$ cat src/logic/dpl_pkg.sv
// shared constants and types for the dpll divider and loop configuration slice
// assumes a 32-bit apb slave where each documented byte register takes one word
package dpl_pkg;

    // register indices; byte address is four times the index
    localparam logic [8:0]  DPL_IDX_REF_PRESCALE  = 9'h103;
    localparam logic [8:0]  DPL_IDX_FB_DIV_LO     = 9'h104;
    localparam logic [8:0]  DPL_IDX_FB_DIV_HI     = 9'h105;
    localparam logic [8:0]  DPL_IDX_FB_PRESCALE   = 9'h106;
    localparam logic [8:0]  DPL_IDX_LOOP_RATE     = 9'h107;
    localparam logic [8:0]  DPL_IDX_C1_LIN_LO     = 9'h108;
    localparam logic [8:0]  DPL_IDX_C1_LIN_HI     = 9'h109;
    localparam logic [8:0]  DPL_IDX_C1_MULT       = 9'h10A;
    localparam logic [8:0]  DPL_IDX_C1_DIV        = 9'h10B;
    localparam logic [8:0]  DPL_IDX_C2_LIN_LO     = 9'h10C;
    localparam logic [8:0]  DPL_IDX_C2_LIN_HI     = 9'h10D;
    localparam logic [8:0]  DPL_IDX_C2_DIV        = 9'h10E;
    localparam logic [8:0]  DPL_IDX_C3_LIN_LO     = 9'h10F;
    localparam logic [8:0]  DPL_IDX_C3_LIN_HI     = 9'h110;
    localparam logic [8:0]  DPL_IDX_C3_DIV        = 9'h111;
    localparam logic [8:0]  DPL_IDX_RSV_FIRST     = 9'h112;
    localparam logic [8:0]  DPL_IDX_RSV_LAST      = 9'h114;
    localparam logic [8:0]  DPL_IDX_EST_FIRST     = 9'h115;
    localparam logic [8:0]  DPL_IDX_EST_LAST      = 9'h11A;

    localparam int          DPL_NUM_RW            = 15;
    localparam int          DPL_NUM_EST           = 6;
    localparam logic [7:0]  DPL_RESET_BYTE        = 8'h00;

    // writable bits per byte register; reserved bits store nothing, read zero
    localparam logic [7:0]  DPL_RW_MASK [0:DPL_NUM_RW-1] = '{
        8'h81, 8'hFF, 8'hFF, 8'h81, 8'h1F, 8'hFF, 8'h0F, 8'h1F,
        8'h07, 8'hFF, 8'h0F, 8'h07, 8'hFF, 8'h0F, 8'h07
    };

    // field positions inside the byte registers
    localparam int          DPL_BIT_PRESCALE      = 0;
    localparam int          DPL_BIT_INVERT        = 7;

    localparam int          DPL_LIN_W             = 12;
    localparam int          DPL_MULT_W            = 5;
    localparam int          DPL_DIV_W             = 3;
    localparam int          DPL_RATE_W            = 5;
    localparam int          DPL_RATE_CNT_W        = 31;
    localparam int          DPL_C1_EFF_W          = 43;
    localparam int          DPL_EST_W             = 48;

    typedef struct packed {
        logic        prescale;
        logic        invert;
        logic [15:0] value;
    } dpl_div_cfg_type;

    typedef struct packed {
        logic [DPL_LIN_W-1:0]    c1_linear;
        logic [DPL_MULT_W-1:0]   c1_mult_exp;
        logic [DPL_DIV_W-1:0]    c1_div_exp;
        logic [DPL_LIN_W-1:0]    c2_linear;
        logic [DPL_DIV_W-1:0]    c2_div_exp;
        logic [DPL_LIN_W-1:0]    c3_linear;
        logic [DPL_DIV_W-1:0]    c3_div_exp;
        logic [DPL_C1_EFF_W-1:0] c1_effective;
        logic [DPL_LIN_W-1:0]    c2_effective;
        logic [DPL_LIN_W-1:0]    c3_effective;
    } dpl_coef_type;

endpackage

$ cat src/logic/dpl_edge_divider.sv
// edge-selectable clock divider with optional divide-by-two prescaler
// assumes clk_level is already synchronised to pclk
`timescale 1ns/1ps

module dpl_edge_divider (
    // clock and reset
    input  wire logic                     pclk,
    input  wire logic                     presetn,
    // divided clock source and settings
    input  wire logic                     clk_level,
    input  wire dpl_pkg::dpl_div_cfg_type cfg,
    // one pulse per divided period
    output logic                          div_pulse
);
    import dpl_pkg::*;

    logic        prev_r;
    logic        half_r;
    logic [15:0] count_r;
    logic        pulse_r;

    wire rise_seen  = clk_level & ~prev_r;
    wire fall_seen  = ~clk_level & prev_r;
    wire edge_seen  = cfg.invert ? fall_seen : rise_seen;
    wire stage_step = cfg.prescale ? (edge_seen & half_r) : edge_seen;
    // a value lowered below the running count ends the period and restarts at the next stage_step
    wire count_end  = (count_r >= cfg.value);

    always_ff @(posedge pclk or negedge presetn) begin
        if (!presetn) begin
            prev_r  <= 1'b0;
            half_r  <= 1'b0;
            count_r <= 16'h0000;
            pulse_r <= 1'b0;
        end else begin
            prev_r  <= clk_level;
            if (edge_seen && cfg.prescale) begin
                half_r <= ~half_r;
            end
            pulse_r <= stage_step & count_end;
            if (stage_step) begin
                count_r <= count_end ? 16'h0000 : count_r + 16'h0001;
            end
        end
    end

    assign div_pulse = pulse_r;

endmodule // dpl_edge_divider

$ cat src/logic/dpl_divider_loop_config.sv
// apb register slice for dpll dividers, loop-filter rate and coefficients
// assumes apb from the same pclk domain; reference and feedback clocks are pins
//
// Behaviour
// RL1 - reference prescale bit adds divide-by-two ahead of the feedforward divider
// RL2 - software sets reference prescale above ratio 65,536 or inputs above 400 MHz
// RL3 - bit 7 of reference prescale register inverts reference clock before divider
// RL4 - feedback divider divides by stored 16-bit value plus one
// RL5 - lower feedback divider byte address holds the low eight bits
// RL6 - feedback prescale bit adds divide-by-two ahead of feedback divider
// RL7 - software sets feedback prescale above ratio 65,536 or input above 400 MHz
// RL8 - bit 7 of feedback prescale register inverts feedback clock before divider
// RL9 - loop filter ticks at system clock over two to the rate value
// RL10 - first coefficient: 12-bit linear, 5-bit multiplier and 3-bit divider exponents
// RL11 - second coefficient: 12-bit linear factor and 3-bit divider exponent
// RL12 - third coefficient: 12-bit linear factor and 3-bit divider exponent
// RL13 - 48-bit tuning word estimate is read-only; writes do nothing
// RL14 - feedforward divider divides by its 16-bit value plus one
// RL15 - effective coefficient is linear times two-power multiplier over two-power divider
`timescale 1ns/1ps

module dpl_divider_loop_config (
    // clock and reset
    input  wire logic                  pclk,
    input  wire logic                  presetn,
    // apb slave
    input  wire logic                  psel,
    input  wire logic                  penable,
    input  wire logic                  pwrite,
    input  wire logic [11:0]           paddr,
    input  wire logic [31:0]           pwdata,
    input  wire logic [3:0]            pstrb,
    output logic                       pready,
    output logic [31:0]                prdata,
    output logic                       pslverr,
    // reference and feedback pins
    input  wire logic                  reference_input_one,
    input  wire logic                  reference_input_two,
    input  wire logic                  feedback_clock_input,
    // datapath inputs on pclk
    input  wire logic                  ref_select,
    input  wire logic [15:0]           ff_divide_value,
    input  wire logic [47:0]           tuning_word_estimate,
    // datapath outputs
    output logic                       ref_div_pulse,
    output logic                       fb_div_pulse,
    output logic                       loop_rate_tick,
    output dpl_pkg::dpl_coef_type      coef
);
    import dpl_pkg::*;

    ////////////////////////////////////////////////////////////////////////////
    // pin synchronisers

    logic [1:0] ref_one_sync_r;
    logic [1:0] ref_two_sync_r;
    logic [1:0] fb_sync_r;

    always_ff @(posedge pclk or negedge presetn) begin
        if (!presetn) begin
            ref_one_sync_r <= 2'h0;
            ref_two_sync_r <= 2'h0;
            fb_sync_r      <= 2'h0;
        end else begin
            ref_one_sync_r <= {ref_one_sync_r[0], reference_input_one};
            ref_two_sync_r <= {ref_two_sync_r[0], reference_input_two};
            fb_sync_r      <= {fb_sync_r[0], feedback_clock_input};
        end
    end

    ////////////////////////////////////////////////////////////////////////////
    // apb decode

    wire [8:0]  acc_idx   = paddr[10:2];
    wire        word_ok   = (paddr[1:0] == 2'h0) & ~paddr[11];
    wire        hit_rw    = word_ok & (acc_idx >= DPL_IDX_REF_PRESCALE)
                                    & (acc_idx <= DPL_IDX_C3_DIV);
    wire        hit_rsv   = word_ok & (acc_idx >= DPL_IDX_RSV_FIRST)
                                    & (acc_idx <= DPL_IDX_RSV_LAST);
    wire        hit_est   = word_ok & (acc_idx >= DPL_IDX_EST_FIRST)
                                    & (acc_idx <= DPL_IDX_EST_LAST);
    wire        mapped    = hit_rw | hit_rsv | hit_est;
    wire [8:0]  rw_off    = acc_idx - DPL_IDX_REF_PRESCALE;
    wire [3:0]  rw_sel    = rw_off[3:0];
    wire [8:0]  est_off   = acc_idx - DPL_IDX_EST_FIRST;
    wire [47:0] est_shift = tuning_word_estimate >> {est_off[2:0], 3'h0};
    wire        setup_ph  = psel & ~penable;
    wire        access_ph = psel & penable;
    // the estimate never takes a write
    wire        wr_take   = access_ph & pwrite & hit_rw & pstrb[0]; // RL13

    assign pready  = 1'b1;
    assign pslverr = access_ph & ~mapped;

    ////////////////////////////////////////////////////////////////////////////
    // byte registers, one per word, reserved bits held at zero

    logic [7:0] cfg_r [0:DPL_NUM_RW-1];

    genvar gi;
    generate
        for (gi = 0; gi < DPL_NUM_RW; gi++) begin : g_byte
            always_ff @(posedge pclk or negedge presetn) begin
                if (!presetn) begin
                    cfg_r[gi] <= DPL_RESET_BYTE;
                end else if (wr_take && (rw_sel == 4'(gi))) begin
                    cfg_r[gi] <= pwdata[7:0] & DPL_RW_MASK[gi];
                end
            end
        end
    endgenerate

    ////////////////////////////////////////////////////////////////////////////
    // read data, captured in the setup phase so access needs no wait state

    wire [7:0] rw_byte  = cfg_r[rw_sel];
    wire [7:0] rd_byte  = hit_rw  ? rw_byte :
                          hit_est ? est_shift[7:0] : 8'h00; // RL13

    logic [31:0] prdata_r;

    always_ff @(posedge pclk or negedge presetn) begin
        if (!presetn) begin
            prdata_r <= 32'h0000_0000;
        end else if (setup_ph) begin
            prdata_r <= {24'h00_0000, rd_byte};
        end
    end

    assign prdata = prdata_r;

    ////////////////////////////////////////////////////////////////////////////
    // field extraction

    // only the slot number is computed here; the byte is read in each assignment
    // so that every field follows register writes
    function automatic int slot(input logic [8:0] idx);
        return int'(idx - DPL_IDX_REF_PRESCALE);
    endfunction

    wire [7:0] ref_ctl   = cfg_r[slot(DPL_IDX_REF_PRESCALE)];
    wire [7:0] fb_ctl    = cfg_r[slot(DPL_IDX_FB_PRESCALE)];
    // low byte address carries the low bits
    wire [15:0] fb_value = {cfg_r[slot(DPL_IDX_FB_DIV_HI)],
                            cfg_r[slot(DPL_IDX_FB_DIV_LO)]}; // RL5

    dpl_div_cfg_type ref_cfg;
    dpl_div_cfg_type fb_cfg;

    assign ref_cfg.prescale = ref_ctl[DPL_BIT_PRESCALE]; // RL1
    assign ref_cfg.invert   = ref_ctl[DPL_BIT_INVERT];   // RL3
    assign ref_cfg.value    = ff_divide_value;           // RL14
    assign fb_cfg.prescale  = fb_ctl[DPL_BIT_PRESCALE];  // RL6
    assign fb_cfg.invert    = fb_ctl[DPL_BIT_INVERT];    // RL8
    assign fb_cfg.value     = fb_value;                  // RL4

    ////////////////////////////////////////////////////////////////////////////
    // reference and feedback dividers

    wire ref_level = ref_select ? ref_two_sync_r[1] : ref_one_sync_r[1];

    dpl_edge_divider u_ref_div (
        .pclk      (pclk),
        .presetn   (presetn),
        .clk_level (ref_level),
        .cfg       (ref_cfg),
        .div_pulse (ref_div_pulse)
    ); // RL1 RL3 RL14

    dpl_edge_divider u_fb_div (
        .pclk      (pclk),
        .presetn   (presetn),
        .clk_level (fb_sync_r[1]),
        .cfg       (fb_cfg),
        .div_pulse (fb_div_pulse)
    ); // RL4 RL6 RL8

    ////////////////////////////////////////////////////////////////////////////
    // loop-filter rate enable

    wire [DPL_RATE_W-1:0]     rate_exp  = cfg_r[slot(DPL_IDX_LOOP_RATE)]
                                          [DPL_RATE_W-1:0];
    wire [DPL_RATE_CNT_W-1:0] rate_mask = ~({DPL_RATE_CNT_W{1'b1}} << rate_exp);

    logic [DPL_RATE_CNT_W-1:0] rate_cnt_r;
    logic                      rate_tick_r;

    always_ff @(posedge pclk or negedge presetn) begin
        if (!presetn) begin
            rate_cnt_r  <= '0;
            rate_tick_r <= 1'b0;
        end else begin
            rate_cnt_r  <= rate_cnt_r + DPL_RATE_CNT_W'(1);
            rate_tick_r <= ((rate_cnt_r & rate_mask) == '0); // RL9
        end
    end

    assign loop_rate_tick = rate_tick_r;

    ////////////////////////////////////////////////////////////////////////////
    // loop coefficients

    wire [7:0] c1_lo = cfg_r[slot(DPL_IDX_C1_LIN_LO)];
    wire [7:0] c1_hi = cfg_r[slot(DPL_IDX_C1_LIN_HI)];
    wire [7:0] c2_lo = cfg_r[slot(DPL_IDX_C2_LIN_LO)];
    wire [7:0] c2_hi = cfg_r[slot(DPL_IDX_C2_LIN_HI)];
    wire [7:0] c3_lo = cfg_r[slot(DPL_IDX_C3_LIN_LO)];
    wire [7:0] c3_hi = cfg_r[slot(DPL_IDX_C3_LIN_HI)];

    dpl_coef_type coef_nxt;
    dpl_coef_type coef_r;

    assign coef_nxt.c1_linear   = {c1_hi[3:0], c1_lo};                        // RL10
    assign coef_nxt.c1_mult_exp = cfg_r[slot(DPL_IDX_C1_MULT)][DPL_MULT_W-1:0]; // RL10
    assign coef_nxt.c1_div_exp  = cfg_r[slot(DPL_IDX_C1_DIV)][DPL_DIV_W-1:0];   // RL10
    assign coef_nxt.c2_linear   = {c2_hi[3:0], c2_lo};                        // RL11
    assign coef_nxt.c2_div_exp  = cfg_r[slot(DPL_IDX_C2_DIV)][DPL_DIV_W-1:0];   // RL11
    assign coef_nxt.c3_linear   = {c3_hi[3:0], c3_lo};                        // RL12
    assign coef_nxt.c3_div_exp  = cfg_r[slot(DPL_IDX_C3_DIV)][DPL_DIV_W-1:0];   // RL12

    wire [DPL_C1_EFF_W-1:0] c1_wide = DPL_C1_EFF_W'(coef_nxt.c1_linear);

    assign coef_nxt.c1_effective = (c1_wide << coef_nxt.c1_mult_exp)
                                   >> coef_nxt.c1_div_exp;            // RL15
    assign coef_nxt.c2_effective = coef_nxt.c2_linear >> coef_nxt.c2_div_exp; // RL15
    assign coef_nxt.c3_effective = coef_nxt.c3_linear >> coef_nxt.c3_div_exp; // RL15

    always_ff @(posedge pclk or negedge presetn) begin
        if (!presetn) begin
            coef_r <= '0;
        end else begin
            coef_r <= coef_nxt;
        end
    end

    assign coef = coef_r;

endmodule // dpl_divider_loop_config

$ cat config.mk
export PLATFORM = sky130hd
export DESIGN_NAME = dpl_divider_loop_config
export DESIGN_NICKNAME = d
export VERILOG_FILES = /design/src/logic/dpl_pkg.sv /design/src/logic/dpl_edge_divider.sv /design/src/logic/dpl_divider_loop_config.sv
export SDC_FILE = /design/constraint.sdc
export NUM_CORES = 1
export LEC_CHECK = 0
export ABC_AREA = 1
export BUFFER_PORTS_ARGS = -buffer_cell sky130_fd_sc_hd__buf_4
export CAP_MARGIN = 20
export CORE_AREA = 2 2 231 233
export DETAILED_ROUTE_END_ITERATION = 16
export DIE_AREA = 0 0 233 235
export GPL_ROUTABILITY_DRIVEN = 1
export REMOVE_ABC_BUFFERS = 1
export SETUP_SLACK_MARGIN = 0.02
export SLEW_MARGIN = 40
export SYNTH_ARGS = -nofsm -noshare
export SYNTH_HDL_FRONTEND = slang
export SYNTH_SLANG_ARGS = --single-unit
$ cat constraint.sdc
create_clock -name pclk -period 4.09 [get_ports pclk]
set_input_delay 0.2045 -clock pclk [delete_from_list [all_inputs] [get_ports pclk]]
set_output_delay 0.2045 -clock pclk [all_outputs]
set_load 0.01 [all_outputs]
**Yosys cells after proc, flatten, opt, wreduce, memory -nomap -nowiden**

Index checks and enable logic that the tools add are counted.

- Input bits: 121
- Register bits: 276
- Logic and storage cells: 140

- Equality and inequality tests: 14
- Shifts and indexed selects: 6
- $lt $le $gt $ge: 9
- $add $sub $neg: 5
- Bitwise gates (word level): 35
- Reductions and logical operators: 20
- Muxes and demuxes: 12

Operators with widths:

| cell | number |
|---|---|
| $shr A48 B6 Y8 | 1 |
| $shl A12 B5 Y43 | 1 |
| $shr A43 B3 Y43 | 1 |
| $add A16 B1 Y16 const B | 2 |
| $bmux W8 S4 | 1 |
| $ge A16 B16 Y1 | 2 |
| $mux W16 | 2 |
| $mux W8 | 4 |
| $add A31 B1 Y31 const B | 1 |
| $and A31 B31 Y31 | 1 |
| $logic_not A31 Y1 | 1 |
| $not A31 Y31 | 1 |
| $shl A31 B5 Y31 const A | 1 |
| $eq A4 B4 Y1 const B | 7 |
| $ge A9 B9 Y1 const B | 3 |
| $le A9 B9 Y1 const B | 3 |
| $shr A12 B3 Y12 | 2 |
| $and A1 B1 Y1 | 21 |
| $logic_and A1 B1 Y1 | 17 |
| $eq A4 B3 Y1 const B | 4 |
| $not A1 Y1 | 9 |
| $eq A4 B2 Y1 const B | 2 |
| $ge A5 B5 Y1 const B | 1 |
| $mux W1 | 5 |
| 7 further kinds | 8 |

**Longest topological paths before layout**

- Depth in word-level cells: 8
- Gate-level depth with buffers: 15
- Depth with buffers taken out: 14

**Hierarchy**

From an unflattened synthesis, not the netlist that was laid out.

- Cell total of the unflattened synthesis: 2,072
- Area, all modules: 15,786.4 µm²

By module, submodules not included:

| module | sequential area each (µm²) | times used | area an instance (µm²) | cells each |
|---|---|---|---|---|
| dpl_divider_loop_config | 5,955.7 | 1 | 12,645.9 | 1,660 |
| dpl_edge_divider | 475.5 | 2 | 1,570.3 | 206 |

**Worst setup path after synthesis**

Ideal clock, no wire load.

- Path kind: input to register
- Start point: input port paddr[2]
- End point: register prdata_r[0], in the netlist prdata[0]
- Buffers on the path: 3
- Data required time: 3.973 ns
- Slack: 1.682 ns
- Arrival time: 2.291 ns
- Stages: 13
- Cells stage by stage: buf_2 clkinv_1 clkbuf_1 ha_1 nand2_1 clkinv_1 clkbuf_1 a22oi_1 o21ai_0 nand2_1 nand4_1 nand3_1 nand2_1

- Longest elaborated chain between the ends: 6
- Elaborated cells on any way between the ends: 17
- Classes of those cells: 2 x add/sub; 4 x order compare; 1 x shift; 5 x mux; 5 x bitwise

RTL lines:

| what | line | source |
|---|---|---|
| start, declared | dpl_divider_loop_config.sv:30 | `input wire logic [11:0] paddr,` |
| $sub A4 B2 Y4 | dpl_divider_loop_config.sv:83 | `wire [8:0] rw_off = acc_idx - DPL_IDX_REF_PRESCALE;` |
| $not A4 Y5 (implied by the code) | dpl_divider_loop_config.sv:116 | `wire [7:0] rw_byte = cfg_r[rw_sel];` |
| $bmux W8 S4 | dpl_divider_loop_config.sv:116 |  |
| $mux W8 (implied by the code) (2 in a row) | dpl_divider_loop_config.sv:116 |  |
| $mux W8 (*) | dpl_divider_loop_config.sv:117 | `wire [7:0] rd_byte = hit_rw ? rw_byte :` |
| end signal, assigned | dpl_divider_loop_config.sv:126 | `prdata_r <= {24'h00_0000, rd_byte};` |
| end, declared | dpl_divider_loop_config.sv:120 | `logic [31:0] prdata_r;` |

Mark *: on every way between the ends. The rest lies on a longest branch, timed or not. The select of a mux whose other input is x is not followed.
A chain may end at the register's enable or synchronous reset.

==> results.py <==
metrics = {
    "outcome": {
        "outcome": "completed",
    },
    "setup_path": {
        "path_delay_family": "simple AND/OR/NAND/NOR gates",
        "reg2reg_slack_ps": 1590,
        "path_buf_inv": 1,
        "startpoint_type": "flip-flop",
        "max_stage_delay_ps": 760,
        "worst_setup_path_end_kind": "flip-flop",
        "arrival_ps": 3030,
        "critical_path_class": "flip-flop to flip-flop",
        "crit_fanout": 17,
        "crit_path_top_delay_cell": "dfrtp_1",
        "crit_top_cell": "nand2_1",
        "worstPathRequired_ps": 4620,
        "crit_chain": "inv_1 -> nand2_1 -> nand4_1 -> or2_2 -> nand3_1 -> nand2_1 -> nand2_1 -> nand3_1 -> nand2_1",
    },
    "floorplanning": {
        "die-area_sq_mm": 0.0548,
        "io_pins": 275,
        "row_count": 84,
        "dieWidth_um": 233,
        "fp.dieH_um": 235,
        "initial_core_util_pct": 29.6,
        "core_area_sq_mm": 0.0522,
    },
    "routing": {
        "wl_um": 49900,
        "drtAntennaViolNets": 0,
        "wl_per_cell_um": 17.1,
        "drt_iter0_drc": 1161,
        "vias_per_cell": 5.02,
        "via_count": 14700,
        "dr.pass1.iters": 5,
        "drc": 0,
    },
    "synthesis": {
        "ys_warn_count": 0,
        "synthFlopType": "dfrtp_1",
        "yosysTopAreaCell": "dfrtp_1",
        "ys_types": 40,
        "yosys-top-cells-count": "532 x nand2_1, 316 x nand3_1, 276 x dfrtp_1",
        "synthCells": 2028,
        "avgSynthCellArea_sq_um": 7.62,
        "ys_seq_elements": 276,
        "synth_most_common_cell": "nand2_1",
        "async_flop_share_pct": 100,
        "ys_seq_area_share_pct": 44.7,
        "syn_area_sq_mm": 0.0155,
        "synth-edff-count": 0,
        "synth.top_cell.area_share_pct": 44.7,
        "synth_area_leaders": "dfrtp_1 45%, nand2_1 13%, nand3_1 10%",
    },
    "flow_run": {
        "drv_cap": 0,
    },
    "pwr": {
        "p_switching_w": 0.00159,
        "clock_power_share_pct": 45.5,
        "power.density_mw_per_mm2": 331,
        "p_sw_share_pct": 25.5,
        "power.share.sequential_pct": 45.6,
        "intPower_w": 0.00464,
        "vdd_drop_max_v": 0.000261,
        "pwr-share-comb_pct": 8.8,
        "power_leakage_nw": 9.10,
    },
    "sta": {
        "worst_pin_slew_ps": 822,
        "finalSetupViolCount": 0,
        "timing.fmax_ghz": 0.400,
        "maxSlewViolCount": 0,
        "finClkSkew_ps": 16.1,
        "fin_crit_sh_pct": 61.1,
        "relSlewSlack_pct": 45.2,
        "final.setup.tns_ps": 0,
        "hold_viol_final": 0,
        "period_minus_slack_ps": 2500,
        "grt_setup_unrepaired": "false",
        "holdWs_ps": 48.6,
    },
    "layout": {
        "multi_input_area_sq_mm": 0.00753,
        "diodes": 0,
        "nets": 2377,
        "area_growth_pct": 21.6,
        "fin_area_sq_mm": 0.0188,
        "n_fill_cell": 5402,
        "seq_area_sq_mm": 0.00691,
        "layout-drive-gt1-share_pct": 14.5,
    },
    "clock_tree": {
        "clkTransAtPathRegs_ps": 60,
        "cts_sinks": 276,
        "ctsLongestPathBuffers": 3,
        "cts_setup_buffers": 0,
        "cts_buffers": 31,
        "cts_root_buf": "clkbuf_16",
        "insertion_delay_ps": 600,
        "cts_htree_levels": 1,
        "cts_tree": "done",
    },
    "global_route": {
        "grt_pass1_wl_um": 77000,
        "grt_max_degree": 106,
        "track_usage_pct": 17.7,
        "antenna_found_initial": 0,
        "grt_pass1_vias": 13600,
        "overflow": 0,
    },
    "placement": {
        "place.gp.congestion": 0.914,
        "place_area_sq_mm": 0.0177,
        "place_hpwl_um": 37300,
        "port_buffers": 222,
    },
    "hold_path": {
        "hp-class": "input port to flip-flop",
    },
}
## per-stage QoR
stage                     total power, W  instances  util, %  setup slack [ps]
after floorplan                  0.00316       1937        -              1120
after global placement           0.00342       2865     33.9              1240
after detailed placement         0.00344       2865     33.9              1190
after CTS                        0.00629       2926     35.9              1630
after global routing             0.00648       2927     36.0              1300
final                            0.00623       2927     36.0              1590
## layer usage
layer | vias to the layer above | GRT usage (%) | wire length, um
met3 | 84 | 2.21 | 2890
met5 | - | 0 | 0
met4 | 0 | 5.42 | 1310
met2 | 483 | 28.7 | 23400
met1 | 6988 | 24.4 | 22400
li1 | 7149 | - | -
## power by group through the flow
stage | clock (W) | sequential, W | combinational (W)
6_report | 0.00284 | 0.00284 | 0.000549
5_1_grt | 0.00302 | 0.00285 | 0.000622
4_1_cts | 0.00290 | 0.00284 | 0.000551
3_5_place_dp | 0 | 0.00289 | 0.000545
3_3_place_gp | 0 | 0.00289 | 0.000527
2_1_floorplan | 0 | 0.00287 | 0.000291
## logic make-up (layout without fill, tap and decap cells)
family	after synthesis	count (layout)	synth area share, %
AND/OR/NAND/NOR	1104	1104	31.7
AO/OA/AOI/OAI	283	283	9.86
flip-flops	276	276	44.7
buffers and inverters	268	456	7.21
XOR/XNOR	51	51	2.99
adder cells (fa/ha/maj)	40	40	3.24
multiplexers	4	4	0.259
other	2	25	0.0486
## flip-flops by register name (all words and copies together) (netlist names), 8 cells and up
signal and cells:
c3_lo 8, rate_cnt_r 31, coef 117, prdata 8, c1_lo 8, u_fb_div.count_r 16, cfg_r 35, c2_lo 8
u_ref_div.count_r 16
## worst paths after layout
check	start	end	cells after the start
max	cfg_r[57]	coef[44]	9
min	penable	prdata[2]	4
max reg2reg	cfg_r[57]	coef[44]	9
min reg2reg	ref_one_sync_r[0]	ref_one_sync_r[1]	0
max in group asynchronous	presetn	cfg_r[81]	4
min in group asynchronous	presetn	coef[37]	2
## cell type report
cell class              count  area share [%]
well taps                 688            4.58
clock buffers              43            4.63
repair buffers            246            10.1
clock inverters            13           0.865
flip-flops and latches    276            36.7
multi-input cells        1507            40.0
inverters                 154            3.08
## cells in the final DEF (no fill, tap or decap), drive strengths merged, types with 43 or more instances in the layout
cell / netlist / routed
nand2: 538 / 538
clkbuf: 62 / 43
o21ai: 199 / 199
nor2: 116 / 116
nor3: 44 / 44
buf: 52 / 241
nand3: 316 / 316
inv: 145 / 147
dfrtp: 276 / 276
nand4: 80 / 80
## worst min-delay path: stages
cell and delay [ps]:
buf_4 80, nor2_1 140, nand2_1 120, o21ai_1 50
## timing repair
| action | 4_1_cts | 5_1_grt |
|---|---|---|
| endpoints found under the hold margin | 105 | 0 |
| hold buffers | 5 | 0 |
| gates resized for setup | 0 | 0 |
No activity file was read; power rests on OpenSTA's default activity.
